===== src/verilog/fsp_pkg.sv =====
// package: constants and carrier types for the status pin configuration block
`default_nettype none
package fsp_pkg;

  // ==========================================================================
  // register port
  // ==========================================================================
  localparam int          ADDR_W      = 4;
  localparam int          DATA_W      = 8;
  localparam logic [3:0]  CMD_ADDR    = 4'h0;
  localparam logic [3:0]  STATUS_ADDR = 4'h4;
  localparam logic [3:0]  CLEAR_ADDR  = 4'h8;

  // ==========================================================================
  // command and configuration codes
  // ==========================================================================
  localparam logic [7:0]  CONFIG_CMD  = 8'hB8;
  localparam logic [5:0]  RSVD_ZERO   = 6'h00;
  localparam int          CODE_LSB    = 0;
  localparam int          RSVD_LSB    = 2;
  localparam logic [1:0]  CFG_RESET   = 2'h0;

  typedef enum logic [1:0] {
    FSP_READY_BUSY_LEVEL    = 2'b00,
    FSP_ERASE_DONE_PULSE    = 2'b01,
    FSP_PROGRAM_DONE_PULSE  = 2'b10,
    FSP_ANY_DONE_PULSE      = 2'b11
  } fsp_mode_e;

  // ==========================================================================
  // status byte layout
  // ==========================================================================
  localparam int          MACHINE_READY_BIT = 7;
  localparam int          SUSPENDED_BIT     = 6;
  localparam int          ERASE_ERROR_BIT   = 5;
  localparam int          PROGRAM_ERROR_BIT = 4;
  localparam int          ARMED_BIT         = 2;
  localparam int          CFG_LSB           = 0;

  // ==========================================================================
  // timing
  // ==========================================================================
  localparam int          CLK_PERIOD_PS = 8000;
  localparam int          PULSE_NS      = 250;
  localparam int          PULSE_CYC     = (PULSE_NS * 1000 + CLK_PERIOD_PS - 1) / CLK_PERIOD_PS;
  localparam int          CNT_W         = 6;

  // ==========================================================================
  // carriers
  // ==========================================================================
  typedef struct packed {
    logic busy;
    logic suspended;
    logic erase_done;
    logic program_done;
  } fsp_wsm_s;

  typedef struct packed {
    logic             armed;
    fsp_mode_e        cfg;
    logic             program_error;
    logic             erase_error;
    logic [CNT_W-1:0] cnt;
    logic             pin;
    logic [7:0]       rdata;
  } fsp_state_s;

endpackage
`default_nettype wire


===== src/verilog/fsp_top.sv =====
// module: status output pin configuration logic with command and status port
//
// The address map and strobed register access are this design's own decisions.
`default_nettype none
// Contract
// - code 00 gives ready/busy level output
// - configuration starts at 00 after reset
// - code 01 pulses low on erase done
// - erase pulse on single or queued end
// - code 10 pulses low on program done
// - code 11 pulses on either completion
// - pulse stays low about 250 ns
// - invalid code sets both error flags
module fsp_top
  import fsp_pkg::*;
(
  input  wire logic                      clk_i,
  input  wire logic                      resetn_i,
  input  wire logic [fsp_pkg::ADDR_W-1:0] addr_i,
  input  wire logic [fsp_pkg::DATA_W-1:0] wdata_i,
  input  wire logic                      wr_i,
  input  wire logic                      rd_i,
  output logic      [fsp_pkg::DATA_W-1:0] rdata_o,
  input  wire fsp_pkg::fsp_wsm_s         wsm_i,
  output logic                           status_output_pin_o
);
  import fsp_pkg::*;

  // ==========================================================================
  // helpers
  // ==========================================================================
  function automatic logic code_valid(input logic [7:0] d);
    return d[7:RSVD_LSB] == RSVD_ZERO;
  endfunction

  function automatic logic mode_fires(input fsp_mode_e m, input fsp_wsm_s w);
    logic f;
    f = 1'b0;
    case (m)
      FSP_ERASE_DONE_PULSE:   f = w.erase_done;
      FSP_PROGRAM_DONE_PULSE: f = w.program_done;
      FSP_ANY_DONE_PULSE:     f = w.erase_done | w.program_done;
      default:                f = 1'b0;
    endcase
    return f;
  endfunction

  // ==========================================================================
  // state
  // ==========================================================================
  fsp_state_s st;
  fsp_state_s next_st;

  logic cmd_wr;
  logic code_wr;
  logic fire;
  logic clr_wr;
  logic [1:0] code_field;
  assign cmd_wr  = wr_i && (addr_i == CMD_ADDR);
  assign code_wr = cmd_wr && st.armed;
  assign clr_wr  = wr_i && (addr_i == CLEAR_ADDR);
  assign fire    = mode_fires(st.cfg, wsm_i);
  assign code_field = wdata_i[CODE_LSB +: 2];

  always_comb
  begin
    next_st = st;
    // second byte always consumes the arm, valid or not
    if (code_wr)
    begin
      next_st.armed = 1'b0;
      if (code_valid(wdata_i))
      begin
        next_st.cfg = fsp_mode_e'(code_field);
      end
    end
    else if (cmd_wr && wdata_i == CONFIG_CMD)
    begin
      next_st.armed = 1'b1;
    end
    // error flags: an invalid code in the clearing cycle still sets them
    next_st.program_error = (code_wr && !code_valid(wdata_i))
                          | (st.program_error & ~clr_wr);
    next_st.erase_error   = (code_wr && !code_valid(wdata_i))
                          | (st.erase_error & ~clr_wr);
    // a valid code cancels a pending pulse, so the new mode starts clean
    if (code_wr && code_valid(wdata_i))
      next_st.cnt = '0;
    // retrigger restarts the full width so back-to-back completions merge
    else if (fire && !code_wr)
      next_st.cnt = CNT_W'(PULSE_CYC);
    else if (st.cnt != '0)
      next_st.cnt = st.cnt - CNT_W'(1);
    // the pin follows the mode in force before a code write takes effect
    if (st.cfg == FSP_READY_BUSY_LEVEL)
      next_st.pin = ~wsm_i.busy;
    else
      next_st.pin = (next_st.cnt == '0);
    // read data stand one cycle only, zero otherwise
    next_st.rdata = '0;
    if (rd_i && addr_i == STATUS_ADDR)
    begin
      next_st.rdata[MACHINE_READY_BIT] = ~wsm_i.busy;
      next_st.rdata[SUSPENDED_BIT]     = wsm_i.suspended;
      next_st.rdata[ERASE_ERROR_BIT]   = st.erase_error;
      next_st.rdata[PROGRAM_ERROR_BIT] = st.program_error;
      next_st.rdata[ARMED_BIT]         = st.armed;
      next_st.rdata[CFG_LSB +: 2]      = st.cfg;
    end
  end

  always_ff @(posedge clk_i or negedge resetn_i)
  begin
    if (!resetn_i)
    begin
      st               <= '0;
      st.cfg           <= fsp_mode_e'(CFG_RESET);
      st.pin           <= 1'b1;
    end
    else
    begin
      st <= next_st;
    end
  end

  assign rdata_o             = st.rdata;
  assign status_output_pin_o = st.pin;

  // ==========================================================================
  // checks
  // ==========================================================================
  // remembers a valid code so the reset default can be checked
  logic cfg_seen;
  always_ff @(posedge clk_i or negedge resetn_i)
  begin
    if (!resetn_i)
      cfg_seen <= 1'b0;
    else if (code_wr && code_valid(wdata_i))
      cfg_seen <= 1'b1;
  end
endmodule // fsp_top
`default_nettype wire


===== config.mk =====
export PLATFORM = sky130hd
export DESIGN_NAME = fsp_top
export DESIGN_NICKNAME = d
export VERILOG_FILES = /design/src/verilog/fsp_pkg.sv /design/src/verilog/fsp_top.sv
export SDC_FILE = /design/constraint.sdc
export NUM_CORES = 1
export LEC_CHECK = 0
export ABC_CLOCK_PERIOD_IN_PS = 5100
export BUFFER_PORTS_ARGS = -buffer_cell sky130_fd_sc_hd__clkbuf_2
export CAP_MARGIN = 5
export CORE_MARGIN = 2
export CORE_UTILIZATION = 54
export CTS_BUF_LIST = sky130_fd_sc_hd__clkbuf_8 sky130_fd_sc_hd__clkbuf_16
export CTS_CLUSTER_SIZE = 20
export DETAILED_ROUTE_END_ITERATION = 8
export GPL_ROUTABILITY_DRIVEN = 0
export PLACE_DENSITY = 0.83
export SLEW_MARGIN = 20
export SYNTH_ARGS = -nofsm -noshare
export SYNTH_HDL_FRONTEND = slang
export SYNTH_SLANG_ARGS = --single-unit

===== constraint.sdc =====
create_clock -name clk_i -period 5.1 [get_ports clk_i]
set_clock_uncertainty 0.1 [all_clocks]
set_input_delay 0 -clock clk_i [delete_from_list [all_inputs] [get_ports clk_i]]
set_output_delay 0 -clock clk_i [all_outputs]
set_load 0.02 [all_outputs]

# Word-level counts from Yosys, hierarchy flattened
# Cells that the tools add are included.
dict set report totals {
  reg_bits 19
  latchBits 0
  ramBits 0
  rom_bits 0
  in_bits 20
  out_inout_bits 9
  wordCells 47
  memories 0
}
dict set report op_classes {
  n_addsub 1
  multipliers 0
  div_mod_pow 0
  n_lt_le_gt_ge 0
  n_eq_ne 6
  shifts 0
  muxes 9
  bitwise_logic 7
  reduce_logical 17
}
# operator n
set op_table {}
lappend op_table {{$mux W6} 3}
lappend op_table {{$logic_not A6 Y1} 2}
lappend op_table {{$eq A8 B8 Y1 const B} 1}
lappend op_table {{$logic_and A1 B1 Y1} 8}
lappend op_table {{$reduce_bool A6 Y1} 1}
lappend op_table {{$sub A6 B1 Y6 const B} 1}
lappend op_table {{$eq A2 B2 Y1 const B} 2}
lappend op_table {{$eq A4 B3 Y1 const B} 1}
lappend op_table {{$eq A4 B4 Y1 const B} 1}
lappend op_table {{$logic_not A4 Y1} 1}
lappend op_table {{$mux W4} 1}
lappend op_table {{$mux W1} 3}
lappend op_table {{$mux W3} 1}
lappend op_table {{$or A1 B1 Y1} 3}
lappend op_table {{$pmux W1 S3} 1}
lappend op_table {{$and A1 B1 Y1} 2}
lappend op_table {{$eq A2 B1 Y1 const B} 1}
lappend op_table {{$logic_not A1 Y1} 2}
lappend op_table {{$logic_not A2 Y1} 1}
lappend op_table {{$not A1 Y1} 2}
lappend op_table {{$reduce_and A2 Y1} 1}
lappend op_table {{$reduce_bool A2 Y1} 1}

# Depth between registers and ports, before layout
# Gate-level depths: netlist of run 1.
dict set report logic_depth {
  word_depth 9
  mapped_depth 7
  ltp_nobuf 7
}

# Least setup slack after synthesis of run 1
# OpenSTA, ideal clock, no wires.
dict set report synth_timing {
  path_kind {register to register}
  start {register st[11] (netlist bit)}
  end {register st (netlist bit status_output_pin_o)}
  setup_time_ns 0.086
  t_arrival_ns 1.764
  required_ns 4.914
  slack_ns 3.150
  path_stages_with_launch 6
  path_buffers 0
  period_less_slack_ns 1.950
  cell_sequence {dfrtp_1 -> or3_1 -> nor3_1 -> mux2_1 -> a2bb2o_4 -> o31ai_2}
}
# item line_no
set synth_lines {}
lappend synth_lines {{start: declaration} fsp_top.sv:51} ;# fsp_state_s st;
lappend synth_lines {{start signal: assignment} fsp_top.sv:122} ;# st <= next_st;

==> impl_metrics.json, run 1 <==
{
  "gr-total-overflow": 0,
  "cp_max_fo": 7,
  "ios": 29,
  "critPathKind": "reg2reg",
  "clkLatencyLatePin_ns": 0.25,
  "cpPeakStageDelay_ns": 0.45,
  "final.setup.worst_slack_ns": 3.05,
  "syn_inst": 98,
  "p_clk_share_pct": 20.2,
  "wire_per_inst_um": 11.8,
  "comb_power_share_pct": 35.8,
  "slowest_stage": "dfrtp_1",
  "post-place-ws_ns": 3.06,
  "setup_viol": 0,
  "dp_hpwl_mm": 1.42,
  "antenna_cells": 0,
  "die_area_um2": 2240,
  "ys.flop_type": "dfrtp_1",
  "drt_iter0_drc": 19,
  "hp-class": "in2reg",
  "grt_pass1_vias": 690,
  "ant_nets": 0,
  "antenna_found_initial": 0,
  "synth_top_family_by_area": "simple AND/OR/NAND/NOR gates",
  "maxCapViolations": 0,
  "grt_setup_unrepaired": "no",
  "drive_gt1_share_pct": 27.7,
  "drtPass1Iterations": 4,
  "p_sw_mw": 0.173,
  "p_leak_nw": 0.620,
  "synthAdderAreaFrac_pct": 2.47,
  "crit_path_end_kind": "flop",
  "intPower_mw": 0.320,
  "wl_mm": 1.83,
  "final.fill_count": 138,
  "grt_pass1_wl_mm": 2.90,
  "final_max_slew_viol_count": 0,
  "cts-resized-gates": 0,
  "whs_ns": 0.0299,
  "cts_setup_buffers": 0,
  "grt_usage_pct": 18.8,
  "power_density_nw_per_um2": 393,
  "cts_tree": "yes",
  "start_kind": "flop",
  "seq_power_share_pct": 43.9,
  "cp.arrival_ns": 2.12,
  "most-common-layout-cells": "clkbuf_2 (27), dfrtp_1 (18), nor2_1 (9), dlygate4sd3_1 (9)",
  "io_buffer_count": 27,
  "grt_max_degree": 20,
  "swShare_pct": 35.0,
  "finalCriticalPeriod_ns": 2.05,
  "root_buffer": "clkbuf_8",
  "final_common_cell": "clkbuf_2",
  "vias": 809,
  "fin_nets": 153,
  "die_height_um": 47.3,
  "core-area_um2": 1750,
  "numCtsBuffers": 3,
  "cts_buffer_depth": 2,
  "relSlewSlack_pct": 63.1,
  "synth_xor_xnor_area_share_pct": 2.60,
  "ys_types": 31,
  "seq_area_frac_synth_pct": 47.1,
  "ir_drop_mv": 0.404,
  "ys_seq_elements": 19,
  "row_count": 15,
  "worst_pin_slew_ns": 0.538,
  "vias_per_cell": 5.22,
  "area_growth_pct": 23.9,
  "yosysWarningCount": 0,
  "cts_sinks": 19,
  "synth.net_count": 120,
  "start_util_pct": 58.0,
  "synth-simple-area-share_pct": 26.2,
  "synth_edf_count": 0,
  "path_cells": "or3_1 -> nor3_1 -> mux2_1 -> a2bb2o_4 -> o31ai_2",
  "postSynthAreaPerCell_um2": 10.3,
  "fmax_ghz": 0.488,
  "synthArstFlopShare_pct": 100,
  "path_clk_slew_ns": 0.07,
  "fin_setup_tns_ns": 0,
  "synth_mux_area_share_pct": 4.33,
  "cp_num_buf_inv": 0,
  "power_mw": 0.493,
  "drc": 0,
  "dieWidth_um": 47.3,
  "cp_top_family": "simple AND/OR/NAND/NOR gates",
  "hold_viol": 0,
  "status": "complete, no violations",
  "syn-cell-area_um2": 1010,
  "post-route-period-util_pct": 40.2,
  "synth_compound_area_share_pct": 10.3,
  "final_core_util_pct": 71.8,
  "htree_levels": 1,
  "cp.required_ns": 5.17
}
## sequential cells by signal, summed over array words and instances (netlist names)
| register | count |
|---|---|
| status_output_pin_o | 1 |
| rdata_o | 7 |
| st | 11 |
## logic make-up (layout without fill, tap and decap cells)
| kind of cell | after synthesis | count (layout) |
|---|---|---|
| fa+ha+maj | 2 | 2 |
| other cells | 1 | 1 |
| buf+inv | 10 | 42 |
| simple gates | 47 | 47 |
| compound gates | 12 | 12 |
| flops | 19 | 19 |
| xor+xnor | 3 | 3 |
| mux | 4 | 4 |
## routing by layer
| metal | vias to the layer above | track usage (%) | wire length (µm) |
|---|---|---|---|
| met3 | 4 | 4.62 | 127 |
| met5 | - | 0 | 0 |
| met1 | 372 | 24.3 | 797 |
| met2 | 36 | 30.5 | 886 |
| li1 | 397 | - | - |
| met4 | 0 | 6.67 | 17 |
## path summary, 6_finish.rpt
kind                            from                  end  slack [ns]  depth (start not counted)
setup / recovery              st[11]  status_output_pin_o        3.05                          5
hold / removal             addr_i[0]               st[16]        0.03                          4
setup reg to reg              st[11]  status_output_pin_o        3.05                          5
hold reg to reg               st[16]               st[16]        0.37                          1
max in group asynchronous   resetn_i  status_output_pin_o        4.43                          2
min in group asynchronous   resetn_i               st[13]        0.13                          2
## cell usage after synthesis (2+ instances only)
cell,count,area (µm²)
a21o_1,2,15.0
buf_4,8,60.1
nor2b_1,3,18.8
and3_1,2,12.5
nand2b_1,2,12.5
dfrtp_1,18,450
ha_1,2,25.0
mux2_1,3,33.8
nor2_1,9,33.8
a21oi_1,3,15.0
inv_1,2,7.51
and2_1,7,43.8
nand3_1,4,20.0
or3_1,3,18.8
nor3_1,6,30.0
xnor2_1,3,26.3
nand2_1,7,26.3
## layout make-up
type                    instances  area [µm²]  share of cell area, %
flip-flops and latches         19         477                   38.0
repair buffers                 36         225                   18.0
multi-input cells              69         468                   37.3
clock buffers                   3        41.3                   3.29
well taps                      25        31.3                   2.50
clock inverters                 1        3.75                  0.299
inverters                       2        7.51                  0.599
## worst reg2reg max path, delay by kind of cell (launching register included)
kind,cells,cell delay (ns)
multiplexers,1,0.36
AND/OR/NAND/NOR,2,0.61
AO/OA/AOI/OAI,2,0.44
flip-flops,1,0.45
## power groups by stage
stage	logic (mW)	registers (mW)	clock network, mW
final	0.177	0.216	0.0998
after global routing	0.200	0.221	0.107
after detailed placement	0.170	0.218	0
after floorplan	0.135	0.210	0
after CTS	0.176	0.215	0.101
after global placement	0.162	0.217	0
## metrics by stage
stage	std cells	area, µm²
global route	155	1250
CTS	155	1250
floorplan	98	1010
detailed placement	142	1120
finish	155	1250
global placement	142	1120
## repair_timing
| item | CTS | global route |
|---|---|---|
| hold buffers | 9 | 0 |
| setup endpoints to repair | 0 | 0 |
| hold endpoints to repair | 27 | 0 |
(Power assumes the default switching activity.)
==> run 2: changes to the inputs <==
--- a/config.mk
+++ b/config.mk
@@ -5,16 +5,17 @@
 export SDC_FILE = /design/constraint.sdc
 export NUM_CORES = 1
 export LEC_CHECK = 0
-export ABC_CLOCK_PERIOD_IN_PS = 5100
+export ABC_AREA = 1
+export ABC_CLOCK_PERIOD_IN_PS = 1800
 export BUFFER_PORTS_ARGS = -buffer_cell sky130_fd_sc_hd__clkbuf_2
 export CAP_MARGIN = 5
 export CORE_MARGIN = 2
-export CORE_UTILIZATION = 54
+export CORE_UTILIZATION = 46
 export CTS_BUF_LIST = sky130_fd_sc_hd__clkbuf_8 sky130_fd_sc_hd__clkbuf_16
 export CTS_CLUSTER_SIZE = 20
 export DETAILED_ROUTE_END_ITERATION = 8
 export GPL_ROUTABILITY_DRIVEN = 0
-export PLACE_DENSITY = 0.83
+export PLACE_DENSITY = 0.74
 export SLEW_MARGIN = 20
 export SYNTH_ARGS = -nofsm -noshare
 export SYNTH_HDL_FRONTEND = slang
==> constraint.sdc (replaced) <==
create_clock -name clk_i -period 1.8 [get_ports clk_i]
set_clock_uncertainty 0.1 [all_clocks]
set_input_delay 0 -clock clk_i [delete_from_list [all_inputs] [get_ports clk_i]]
set_output_delay 0 -clock clk_i [all_outputs]
set_load 0.02 [all_outputs]
==> run 2 against run 1 <==
  * Cell count increased by 23%
  * Clock power increased to 2.8 times the previous value
  * Setup slack got worse by 2.8 ns
  * Non-clock buffer count unchanged
  * Total power increased by 110%
  * Maximum frequency increased by 29%
  * The run now ends with negative hold slack left
==> impl_metrics.json, run 2 <==
{
  "die_height_um": 51.8,
  "io_buffer_count": 27,
  "p_leak_nw": 0.760,
  "vias": 912,
  "busiest_layer": "met2",
  "post-route-period-util_pct": 88.5,
  "fin_nets": 186,
  "dp_hpwl_mm": 1.64,
  "core-area_um2": 2190,
  "row_count": 17,
  "area_growth_pct": 24.4,
  "synth_area_leaders": "dfrtp_1 (43%), nand2_1 (8.9%), inv_1 (7.1%)",
  "grt_max_degree": 20,
  "gr-total-overflow": 0,
  "synth_most_common_cell": "nand2_1",
  "cts_sinks": 19,
  "largest_reg_flops": 11,
  "antenna_found_initial": 0,
  "status": "finished, violations left",
  "ios": 29,
  "ir_drop_mv": 0.588,
  "final.fill_count": 195,
  "dieWidth_um": 51.8,
  "final_common_cell": "clkbuf_2",
  "setup_viol": 0,
  "die_area_um2": 2680,
  "cts_setup_buffers": 0,
  "use_met2_pct": 32.7,
  "use_met3_pct": 2.01,
  "crit_path_end_kind": "flop",
  "drt_iter0_drc": 21,
  "synth_common_cells": "nand2_1 (25), inv_1 (20), dfrtp_1 (18)",
  "grt_usage_pct": 19.0,
  "hp-class": "in2reg",
  "drtPass1Iterations": 4,
  "drc": 0,
  "cts_tree": "yes",
  "start_util_pct": 48.0,
  "finalCriticalPeriod_ns": 1.59,
  "vias_per_cell": 4.77,
  "whs_ns": -0.0109,
  "clkLatencyLatePin_ns": 0.25,
  "seq_area_frac_synth_pct": 45.4,
  "yosysWarningCount": 0,
  "antenna_cells": 0,
  "synth_edf_count": 0,
  "ys_types": 24,
  "hold_viol": 1,
  "violations": "negative hold slack",
  "numCtsBuffers": 3,
  "root_buffer": "clkbuf_8",
  "fmax_ghz": 0.628,
  "synth.net_count": 153,
  "wl_mm": 2.10,
  "path_clk_slew_ns": 0.07,
  "cp.arrival_ns": 1.68,
  "grt_pass1_wl_mm": 3.75,
  "final_max_slew_viol_count": 0,
  "critPathKind": "reg2reg",
  "ant_nets": 0,
  "synth_top_area_share_pct": 42.9,
  "start_kind": "flop",
  "wire_per_inst_um": 11.0,
  "use_met1_pct": 24.3,
  "grt_setup_unrepaired": "no",
  "power_density_nw_per_um2": 781,
  "synth_area_leader_cell": "dfrtp_1",
  "cts_buffer_depth": 2,
  "fin_setup_tns_ns": 0,
  "most-common-layout-cells": "clkbuf_2 (27), nand2_1 (25), inv_1 (21)",
  "grt_pass1_vias": 909,
  "synthArstFlopShare_pct": 100,
  "cp_max_fo": 6,
  "cp.required_ns": 1.89,
  "rrSetupSlack_ns": 0.21,
  "maxCapViolations": 0,
  "ys_seq_elements": 19,
  "postSynthAreaPerCell_um2": 8.02,
  "syn-cell-area_um2": 1050,
  "drive_gt1_share_pct": 28.2,
  "ys.flop_type": "dfrtp_1",
  "top_register": "st",
  "syn_inst": 131,
  "htree_levels": 1
}
run 2: changes by cell type in the layout (fill, tap and decap cells not counted), sizes merged, moves of 6 or more:
cell	before	now
and2	7	0
nand3	4	12
nor2	9	23
nor3	7	1
inv	3	22
nand2	7	27
run 2: cell families after synthesis:
family | count (synthesis) | share of synthesized area [%]
simple gates | 71 | 33.7
buf+inv | 29 | 13.2
flops | 19 | 45.4
compound gates | 8 | 4.17
fa+ha+maj | 2 | 2.38
xor+xnor | 1 | 0.833
other cells | 1 | 0.357
run 2: layout make-up:
type	instances	area [µm²]	share of cell area (%)
Inverter	21	78.8	6.03
Multi-Input combinational cell	83	447	34.2
Timing Repair Buffer	36	225	17.2
Clock buffer	3	41.3	3.16
Clock inverter	1	3.75	0.287
Sequential cell	19	477	36.5
Tap cell	28	35.0	2.68
run 2: layer usage:
metal  routed length [µm]  vias up
met1                  861      418
met3                   86        2
met4                   14        0
met2                 1140       26
li1                     -      466
met5                    0        -
run 2: what timing repair did:
item | CTS | global route
hold endpoints to repair | 26 | 1
hold buffers | 8 | 2
setup endpoints to repair | 0 | 1
resized for setup | 0 | 3
run 2: critical path, cell delays in order, from the launching register on:
cell and delay (ns):
dfrtp_1 0.39, inv_1 0.16, ha_1 0.25, nand3_2 0.14, nand2_1 0.09, inv_1 0.04, nand3_1 0.09, nand2_1 0.06
nor2_1 0.09, nand2_1 0.06, nand2_1 0.05
run 2: worst paths after layout:
check,cells after the start,end,from
max in group asynchronous,2,status_output_pin_o,resetn_i
max,10,status_output_pin_o,st[9]
min in group asynchronous,2,st[19],resetn_i
max reg2reg,10,status_output_pin_o,st[9]
min,5,st[19],wdata_i[3]
min reg2reg,2,rdata_o[4],st[16]
run 2: per-stage QoR:
stage,area (µm²),total power [mW],utilization [%],instances,worst slack [ns]
2_1_floorplan,1050,0.657,-,131,0.378
3_3_place_gp,1160,0.719,53.0,178,0.298
3_5_place_dp,1160,0.728,53.0,178,0.225
4_1_cts,1290,1.02,58.7,190,0.0833
5_1_grt,1310,1.09,59.7,191,0.0696
6_report,1310,1.02,59.7,191,0.208
run 2: where the power goes:
group / switching, mW / leakage, nW / internal [mW]
Sequential: 0.0265 / 0.236 / 0.466
Clock: 0.129 / 0.0269 / 0.151
Combinational: 0.148 / 0.497 / 0.100
